File: config.mk
export PLATFORM = sky130hd
export DESIGN_NAME = ptg_top
export DESIGN_NICKNAME = d
export VERILOG_FILES = /design/src/inc/ptg_pkg.sv /design/src/rtl/ptg_divider.sv /design/src/rtl/ptg_top.sv
export SDC_FILE = /design/constraint.sdc
export NUM_CORES = 1
export LEC_CHECK = 0
export BUFFER_PORTS_ARGS = -buffer_cell sky130_fd_sc_hd__clkbuf_2
export CORE_ASPECT_RATIO = 0.8
export CORE_MARGIN = 1
export CORE_UTILIZATION = 55
export CTS_BUF_LIST = sky130_fd_sc_hd__clkbuf_4
export DETAILED_ROUTE_END_ITERATION = 10
export PLACE_DENSITY = 0.84
export SLEW_MARGIN = 30
export SYNTH_ARGS = -nofsm -noshare
export SYNTH_HDL_FRONTEND = slang
export SYNTH_HIERARCHICAL = 1
export SYNTH_SLANG_ARGS = --single-unit
File: constraint.sdc
create_clock -name clock_in -period 1.5 [get_ports clock_in]
set_input_delay 0.3 -clock clock_in [delete_from_list [all_inputs] [get_ports clock_in]]
set_output_delay 0.3 -clock clock_in [all_outputs]
set_load 0.03 [all_outputs]
File: src/inc/ptg_pkg.sv
// package of constants and types for the periodic tick generator
package ptg_pkg;
    localparam int STAGES = 15;
    localparam logic [3:0] ADDR_CONTROL = 4'h0;
    localparam logic [3:0] ADDR_STATUS  = 4'h1;
    localparam logic [3:0] ADDR_MASK    = 4'h2;
    // control register bit positions
    localparam int BIT_PEND  = 7;
    localparam int BIT_TAP_H = 6;
    localparam int BIT_TAP_L = 4;
    localparam int BIT_ACK   = 3;
    localparam int BIT_IEN   = 2;
    localparam int BIT_RUN   = 1;
    localparam logic [7:0] CONTROL_RESET = 8'h00;
    localparam logic [7:0] MASK_RESET    = 8'h00;
    localparam int EVT_TICK = 0;

    typedef struct packed {
        logic [3:0] addr;
        logic [7:0] wdata;
        logic       wr;
        logic       rd;
    } ptg_bus_s;

    typedef struct packed {
        logic ext_clock_on;
        logic wait_mode;
        logic stop_mode;
        logic osc_keep_in_stop;
    } ptg_mode_s;
endpackage

File: src/rtl/ptg_divider.sv
// divider chain with selectable rollover tap
`timescale 1ns/1ps
module ptg_divider #(
    parameter int STAGES_P = ptg_pkg::STAGES
) (
    input  wire logic       clock_in,
    input  wire logic       rst_n_in,
    input  wire logic       run_in,
    input  wire logic       step_in,
    input  wire logic [2:0] tap_in,
    output logic            roll_out
);
    import ptg_pkg::*;

    logic [STAGES_P-1:0] count;
    logic [STAGES_P-1:0] next_count;
    logic [3:0]          tap_bit;

    // tap index: the bit whose rising edge marks one period
    function automatic logic [3:0] tap_index(input logic [2:0] code);
        case (code)
            3'h0: tap_index = 4'hE; // 32768
            3'h1: tap_index = 4'hC; // 8192
            3'h2: tap_index = 4'hA; // 2048
            3'h3: tap_index = 4'h6; // 128
            3'h4: tap_index = 4'h5; // 64
            3'h5: tap_index = 4'h4; // 32
            3'h6: tap_index = 4'h3; // 16
            default: tap_index = 4'h2; // 8
        endcase
    endfunction

    assign tap_bit = tap_index(tap_in);
    assign next_count = count + STAGES_P'(1);
    // bit tap rises after half the period: first tick at half
    assign roll_out = run_in && step_in
        && !count[tap_bit] && next_count[tap_bit];

    always_ff @(posedge clock_in or negedge rst_n_in) begin
        if (!rst_n_in) begin
            count <= '0;
        end else if (!run_in) begin
            count <= '0;
        end else if (step_in) begin
            count <= next_count;
        end
    end

    cleared_when_off_a: assert property (@(posedge clock_in)
        disable iff (!rst_n_in) !run_in |=> count == '0)
        else $error("divider not cleared while off");
    roll_needs_run_a: assert property (@(posedge clock_in)
        disable iff (!rst_n_in) roll_out |-> run_in && step_in)
        else $error("rollover without run and step");
endmodule // ptg_divider

File: src/rtl/ptg_top.sv
// periodic tick generator: control register, flag and interrupt
//
// Chosen here: the register addresses and the strobed register port.
`timescale 1ns/1ps
module ptg_top (
    input  wire logic             clock_in,
    input  wire logic             arst_n_in,
    input  wire ptg_pkg::ptg_bus_s  bus_in,
    output logic [7:0]            rdata_out,
    input  wire ptg_pkg::ptg_mode_s mode_in,
    input  wire logic             external_clock_in,
    input  wire logic             internal_clock_in,
    output logic                  irq_out,
    output logic                  wake_out
);
    import ptg_pkg::*;

    logic       rst_meta;
    logic       rst_n;
    logic       tick_run;
    logic       tick_irq_enable;
    logic [2:0] tap_select;
    logic       tick_pending_flag;
    logic [7:0] status;
    logic [7:0] mask;
    logic       src_meta;
    logic       src_sync;
    logic       src_prev;
    logic       active;
    logic       bus_open;
    logic       step;
    logic       roll;
    logic       wr_ctl;
    logic       wr_mask;
    logic       rd_ctl;
    logic       rd_stat;
    logic       rd_mask;
    logic       ack;
    logic [7:0] ctl_view;
    logic [7:0] next_rdata;
    logic       tick_source_clock;

    always_ff @(posedge clock_in or negedge arst_n_in) begin
        if (!arst_n_in) begin
            rst_meta <= 1'b0;
            rst_n    <= 1'b0;
        end else begin
            rst_meta <= 1'b1;
            rst_n    <= rst_meta;
        end
    end

    // source selection follows the clock generator enable
    assign tick_source_clock = mode_in.ext_clock_on
        ? external_clock_in : internal_clock_in;

    // source clock sampled as an enable; must run below clock_in / 2
    always_ff @(posedge clock_in or negedge rst_n) begin
        if (!rst_n) begin
            src_meta <= 1'b0;
            src_sync <= 1'b0;
            src_prev <= 1'b0;
        end else begin
            src_meta <= tick_source_clock;
            src_sync <= src_meta;
            src_prev <= src_sync;
        end
    end

    assign active = !mode_in.stop_mode || mode_in.osc_keep_in_stop;
    assign step = src_sync && !src_prev && active;
    assign bus_open = !mode_in.wait_mode && !mode_in.stop_mode;

    ptg_divider #(
        .STAGES_P (STAGES)
    ) u_div (
        .clock_in (clock_in),
        .rst_n_in (rst_n),
        .run_in   (tick_run),
        .step_in  (step),
        .tap_in   (tap_select),
        .roll_out (roll)
    );

    assign wr_ctl  = bus_open && bus_in.wr && bus_in.addr == ADDR_CONTROL;
    assign wr_mask = bus_open && bus_in.wr && bus_in.addr == ADDR_MASK;
    assign rd_ctl  = bus_open && bus_in.rd && bus_in.addr == ADDR_CONTROL;
    assign rd_stat = bus_open && bus_in.rd && bus_in.addr == ADDR_STATUS;
    assign rd_mask = bus_open && bus_in.rd && bus_in.addr == ADDR_MASK;
    assign ack = wr_ctl && bus_in.wdata[BIT_ACK];

    // acknowledge bit always reads zero
    assign ctl_view = {tick_pending_flag, tap_select, 1'b0,
                       tick_irq_enable, tick_run, 1'b0};
    assign next_rdata = rd_ctl  ? ctl_view :
                        rd_stat ? status :
                        rd_mask ? mask : 8'h00;

    always_ff @(posedge clock_in or negedge rst_n) begin
        if (!rst_n) begin
            tick_run        <= CONTROL_RESET[BIT_RUN];
            tick_irq_enable <= CONTROL_RESET[BIT_IEN];
            tap_select      <= CONTROL_RESET[BIT_TAP_H:BIT_TAP_L];
        end else if (wr_ctl) begin
            tick_run        <= bus_in.wdata[BIT_RUN];
            tick_irq_enable <= bus_in.wdata[BIT_IEN];
            // tap kept as written; software avoids changes while running
            tap_select      <= bus_in.wdata[BIT_TAP_H:BIT_TAP_L];
        end
    end

    always_ff @(posedge clock_in or negedge rst_n) begin
        if (!rst_n) begin
            tick_pending_flag <= 1'b0;
        end else if (roll) begin
            tick_pending_flag <= 1'b1;
        end else if (ack) begin
            tick_pending_flag <= 1'b0;
        end
    end

    // sticky event status, cleared by read; set wins over the clear
    always_ff @(posedge clock_in or negedge rst_n) begin
        if (!rst_n) begin
            status <= 8'h00;
            mask   <= MASK_RESET;
        end else begin
            if (roll) begin
                status[EVT_TICK] <= 1'b1;
            end else if (rd_stat) begin
                status[EVT_TICK] <= 1'b0;
            end
            status[7:1] <= 7'h00;
            if (wr_mask) begin
                mask <= bus_in.wdata;
            end
        end
    end

    always_ff @(posedge clock_in or negedge rst_n) begin
        if (!rst_n) begin
            rdata_out <= 8'h00;
        end else begin
            rdata_out <= next_rdata;
        end
    end

    assign irq_out = (tick_pending_flag && tick_irq_enable)
        || |(status & mask);
    // rollover in stop can wake the chip
    assign wake_out = irq_out && mode_in.stop_mode;

    irq_follows_a: assert property (@(posedge clock_in) disable iff (!rst_n)
        irq_out == ((tick_pending_flag && tick_irq_enable)
                    || |(status & mask)))
        else $error("interrupt output mismatch");
    roll_sets_a: assert property (@(posedge clock_in) disable iff (!rst_n)
        roll |=> tick_pending_flag)
        else $error("rollover did not set pending");
    ack_clears_a: assert property (@(posedge clock_in) disable iff (!rst_n)
        ack && !roll |=> !tick_pending_flag)
        else $error("acknowledge did not clear pending");
    zero_ack_a: assert property (@(posedge clock_in) disable iff (!rst_n)
        wr_ctl && !bus_in.wdata[BIT_ACK] && tick_pending_flag
        |=> tick_pending_flag)
        else $error("zero acknowledge cleared pending");
    ack_reads_zero_a: assert property (@(posedge clock_in)
        disable iff (!rst_n) rd_ctl |=> !rdata_out[BIT_ACK])
        else $error("acknowledge bit read as one");
    pend_readback_a: assert property (@(posedge clock_in)
        disable iff (!rst_n)
        rd_ctl |=> rdata_out[BIT_PEND] == $past(tick_pending_flag))
        else $error("pending readback wrong");
    wait_locked_a: assert property (@(posedge clock_in)
        disable iff (!rst_n)
        mode_in.wait_mode && bus_in.wr |=> $stable(tick_run))
        else $error("register written in wait");
    stop_idle_a: assert property (@(posedge clock_in) disable iff (!rst_n)
        mode_in.stop_mode && !mode_in.osc_keep_in_stop |-> !step)
        else $error("divider stepped in stop");
    race_keep_a: assert property (@(posedge clock_in) disable iff (!rst_n)
        roll && ack |=> tick_pending_flag)
        else $error("rollover lost to acknowledge");
endmodule // ptg_top
# ---- After elaboration in Yosys (flattened, before gate mapping)
# Index checks and enable logic that the tools add are counted.
dict set report totals {
  register_bits 43
  inputBits 22
  wordCells 67
}
dict set report op_classes {
  n_addsub 1
  magnitude_cmp 1
  n_eq_ne 9
  muxes 15
  n_bitwise 1
  n_reduce_logical 27
}
# cell n
set ops {}
lappend ops {{15-bit two-way mux} 2}
lappend ops {{4-bit case mux with 7 select lines} 1}
lappend ops {{8-bit two-way mux} 3}
lappend ops {{1-bit logical AND} 16}
lappend ops {{15-bit by 1-bit adder with 15-bit output, second input constant} 1}
lappend ops {{3-bit equality test, second input constant} 3}
lappend ops {{1-bit by 8-bit AND with 8-bit output} 1}
lappend ops {{1-bit binary-select mux with 4-bit select} 2}
lappend ops {{8-bit OR reduction} 1}
lappend ops {{1-bit two-way mux} 7}
lappend ops {{3-bit by 2-bit equality test with 1-bit output, second input constant} 2}
lappend ops {{4-bit by 5-bit less-than comparator with 1-bit output, second input constant} 1}
lappend ops {{4-bit by 1-bit equality test with 1-bit output, second input constant} 1}
lappend ops {{4-bit by 2-bit equality test with 1-bit output, second input constant} 1}
lappend ops {{1-bit logical NOT} 4}
lappend ops {{4-bit logical NOT} 1}
lappend ops {{2-bit nonzero test} 2}
lappend ops {{3-bit by 1-bit equality test with 1-bit output, second input constant} 1}
lappend ops {{3-bit logical NOT} 1}
lappend ops {{1-bit logical OR} 2}
lappend ops {{2-bit by 1-bit != test with 1-bit output, second input constant} 1}

# ---- Longest topological paths before layout
dict set report depth {
  word_depth 8
  mapped_depth 8
  depth_no_buf 7
}

# ---- Modules after synthesis
# Netlist, hierarchy kept.
# mod n_inst cells_per_inst area_per_inst_um2 seq_area_each_um2
set by_module_without_submodules {}
lappend by_module_without_submodules {ptg_top 1 74 1086.0 700.7}
lappend by_module_without_submodules {ptg_divider 1 110 1016.0 375.4}

# ---- Worst setup path before layout
# OpenSTA, ideal clock, no wires.
dict set report synth_path {
  path_kind {reg2reg}
  start {register tap_select[0]}
  end {register status[0]}
  setup_time_ps 118
  t_arrival_ps 1547
  t_required_ps 1382
  path_slack_ps -165
  stages_incl_launch_ff 7
  period_less_slack_ps 1665
  path_cell_list {dfrtp_1 > nand2b_4 > or4_1 > o21ai_0 > nor4b_2 > a2bb2oi_2 > a21o_1}
}
dict set report synth_via {
  elab_chain_cells 8
}
# item line_no
set synth_lines {}
lappend synth_lines {{start: declaration} ptg_top.sv:22} ;# logic [2:0] tap_select;
lappend synth_lines {{start signal: assignment} ptg_top.sv:103} ;# tap_select <= CONTROL_RESET[BIT_TAP_H:BIT_TAP_L];
lappend synth_lines {{start signal: assignment} ptg_top.sv:108} ;# tap_select <= bus_in.wdata[BIT_TAP_H:BIT_TAP_L];
lappend synth_lines {{3-bit equality test (tied with other cells)} ptg_divider.sv:21} ;# case (code)
lappend synth_lines {{4-bit case mux with 7 select lines *} ptg_divider.sv:21}
lappend synth_lines {{1-bit binary-select mux with 4-bit select} ptg_divider.sv:37} ;# && !count[tap_bit] && next_count[tap_bit];
lappend synth_lines {{1-bit two-way mux (not written as such)} ptg_divider.sv:37}
lappend synth_lines {{1-bit logical NOT} ptg_divider.sv:37}
lappend synth_lines {{1-bit logical AND} ptg_divider.sv:37}
lappend synth_lines {{1-bit logical AND *} ptg_divider.sv:37}
lappend synth_lines {{via roll} ptg_top.sv:32} ;# logic roll;
lappend synth_lines {{1-bit two-way mux or 2-bit nonzero test (tied branches)} -}
lappend synth_lines {{end signal: assignment} ptg_top.sv:125} ;# status <= 8'h00;
lappend synth_lines {{end signal: indexed assignment} ptg_top.sv:129} ;# status[EVT_TICK] <= 1'b1;
lappend synth_lines {{end signal: indexed assignment} ptg_top.sv:131} ;# status[EVT_TICK] <= 1'b0;
lappend synth_lines {{end: declaration} ptg_top.sv:24} ;# logic [7:0] status;
# The timed path passes the listed nets; every way through them passes the cells marked *. The select of a mux whose other input is x is not followed.
# A chain may end at the register's enable or synchronous reset.

# ---- Worst setup path after layout
dict set report layout_path {
  start {register src_sync}
  end {register u_div.count[9]}
}
dict set report layout_via {
  elab_chain_cells 3
}
# item line_no
set layout_lines {}
lappend layout_lines {{start: declaration} ptg_top.sv:27} ;# logic src_sync;
lappend layout_lines {{start signal: assignment} ptg_top.sv:65} ;# src_sync <= src_meta;
lappend layout_lines {{1-bit logical AND (2 in series)} ptg_top.sv:71} ;# assign step = src_sync && !src_prev && active;
lappend layout_lines {{via step} ptg_top.sv:31} ;# logic step;
lappend layout_lines {{2-bit by 1-bit != test with 1-bit output (no line)} -}
lappend layout_lines {{end signal: assignment} ptg_divider.sv:45} ;# count <= next_count;
lappend layout_lines {{end: declaration} ptg_divider.sv:15} ;# logic [STAGES_P-1:0] count;
# The timed path passes the listed nets, and every way through them passes these cells.

==> results_dict.tcl <==
set metrics [dict create \
    synth_most_common_cell "dfrtp_1" \
    critPathArrivalTime_ns 2.06 \
    critical_path.max_fanout 3 \
    postRouteAntennaNets 0 \
    clk_latency_ns 0.37 \
    grt_util_all_layers_pct 29.08 \
    cp_slowest_cell "dfrtp_1" \
    cts.sinks 43 \
    vias 1846 \
    nNetsFinal 288 \
    grt_max_degree 38 \
    cpPeakStageDelay_ns 0.43 \
    max-vdd-ir-drop_uv 963.7 \
    rows 19 \
    violations "DRC, setup timing" \
    setup_viol 15 \
    synth_edf_count 0 \
    final_layout_size_suffix_gt1_share_pct 49.25 \
    cts_max_level 2 \
    num_io_pins 32 \
    ys_seq_elements 43 \
    final_cells 308 \
    port_buffers 31 \
    status "finished, violations left" \
    core_area_sq_mm 0.003542 \
    drc 3 \
    via_per_inst 5.994 \
    layout_setup_ws_ns -0.2549 \
    final.period_utilization_pct 117.0 \
    crit_chain "nor3b_2 -> nand4_1 -> buf_4 -> nor2_4 -> and3_1 -> xor2_1 -> and2_1" \
    die_area_sq_mm 0.004075 \
    min_period_ns 1.755 \
    cts_tree "built" \
    fmax_mhz 569.8 \
    synthTopCellsByArea "dfrtp_1 (51%), mux2_2 (7.5%), and2_1 (3.3%)" \
    synth_nets 207 \
    synth_top_area_share_pct 51.19 \
    grt-ovfl-total 0 \
    cts_buffer_depth 2 \
    skew_ns 0.01584 \
    hold_ws_ns 0.1101 \
    initial_core_util_pct 59.34 \
    die_h_um 57.30 \
    synthCells 184 \
    finalPower_w 0.002421 \
    antenna_found_initial 0 \
    syn-cell-area_sq_mm 0.002102 \
    synth_common_cells "dfrtp_1 (43), mux2_2 (14), nor2_1 (12), and2_1 (11), nand2_1 (11)" \
    n_antenna_cell 0 \
    critical_path.endpoint_type "flip-flop" \
    synth_cell_type_count 47 \
    leakagePower_nw 1.399 \
    grt_pass1_vias 1733 \
    criticalPathCategory "flip-flop to flip-flop" \
    ys.flop_type "dfrtp_1" \
    avgSynthCellArea_sq_um 11.42 \
    dp_cells 291 \
    drt-initial-drc-count 142 \
    tns_ns -1.879 \
    async_flop_share_pct 100.0 \
    cts.root.buffer_cell "clkbuf_4" \
    wl_per_cell_um 18.91 \
    hp-class "flip-flop to async pin" \
    rsz0062_at_grt "yes" \
    final_core_util_pct 81.99 \
    power.density_mw_per_mm2 833.7 \
    area_delta_synth_final_pct 38.15 \
    hold_violations 0 \
    cap_violations 0 \
    cts_buffers 5 \
    grt_pass1_wl_um 8638 \
    place_congestion 0.8281 \
    slew_viol_final 0 \
    ys_seq_area_share_pct 51.19 \
    wirelength_um 5825 \
    required_ns 1.80 \
    clkTransAtPathRegs_ns 0.14 \
    startpoint_type "flip-flop" \
    drtPass1Iterations 8 \
    dp_hpwl_um 3543 \
    ys_warn_count 6 \
    die_x_um 71.12 \
    synth.largest_area_cell "dfrtp_1" \
]
-- routing by layer --
layer | wire [um] | vias up | global-route usage [%]
li1 | - | 830 | -
met1 | 2418 | 919 | 40.05
met2 | 2781 | 79 | 45.60
met3 | 433 | 18 | 7.597
met4 | 190 | 0 | 9.429
met5 | 0 | - | 0
-- cell families after synthesis --
group	count (synthesis)	synth area share (%)
and+or+nand+nor	75	22.56
DFF	43	51.19
AOI/OAI and AO/OA	29	9.881
muxes	15	7.976
xor gates and xnor gates	13	5.417
buffers and inverters	7	2.202
adders and majority gates	1	0.5951
other	1	0.1784
-- critical path, delay by kind of cell (launching register included) --
| kind | cells | cell delay (ns) |
|---|---|---|
| simple gates | 5 | 0.90 |
| flops | 1 | 0.43 |
| buf+inv | 1 | 0.20 |
| xor+xnor | 1 | 0.17 |
-- report_power, final --
part	switching, W	internal, W
logic	0.000197	0.000194
registers	0.0000552	0.00123
clock network	0.000398	0.000351
-- cell usage in the layout (no fill, tap or decap), types with 2 or more instances in the layout --
cell type,instances
dfrtp_2,5
nand3_2,2
buf_6,5
nor4b_4,2
o21ai_0,5
a21oi_1,2
dfrtp_1,38
or3_1,3
and2_1,10
xnor2_1,7
mux2_2,14
nand3_4,2
a21o_1,2
nand3_1,2
nor3_1,4
xor2_1,6
a22oi_1,6
a21boi_1,2
buf_4,43
nand2_1,10
nand4_1,8
clkbuf_2,29
nor2b_1,3
buf_8,2
nor3_4,2
clkbuf_4,5
nor2_1,11
nor3_2,2
-- per-stage QoR --
| step | instance area [sq um] | setup WS, ns |
|---|---|---|
| 3_3_place_gp | 2610 | -0.1897 |
| 3_5_place_dp | 2610 | -0.2459 |
| 6_report | 2904 | -0.2549 |
| 4_1_cts | 2833 | -0.1311 |
| 5_1_grt | 2904 | -0.3080 |
| 2_1_floorplan | 2132 | -0.1082 |
-- flip-flops by register name, summed over array words and instances (netlist names), 3 cells and up --
register,flops
rdata_out,8
u_div/count,15
tap_select,3
mask,8
-- path summary, 6_finish.rpt --
| path | to | cells after the start | slack (ns) | startpoint |
|---|---|---|---|---|
| max | u_div/count[9] | 7 | -0.25 | src_sync |
| min | tick_irq_enable | 0 | 0.11 | rst_n |
| max reg2reg | u_div/count[9] | 7 | -0.25 | src_sync |
| min reg2reg | tick_irq_enable | 0 | 0.11 | rst_n |
| max in group asynchronous | u_div/count[5] | 1 | 0.89 | rst_n |
| min in group clock_in | src_meta | 2 | 0.17 | internal_clock_in |
-- final cells by class --
cell class / instances / area [sq um]
fillers: 205 / 638.1
clock inverters: 3 / 43.79
repair buffers: 81 / 584.3
clock buffers: 5 / 37.54
flip-flops and latches: 43 / 1082
well taps: 42 / 52.55
multi-input cells: 134 / 1104
-- repair_timing --
action | in CTS | in global routing
setup buffers | 4 | 4
hold buffers | 1 | 0
endpoints found under the setup margin | 16 | 16
pin swaps | 15 | 11
hold endpoints to repair | 2 | 0
resized for setup | 25 | 12
No activity file was read; power rests on OpenSTA's default activity.
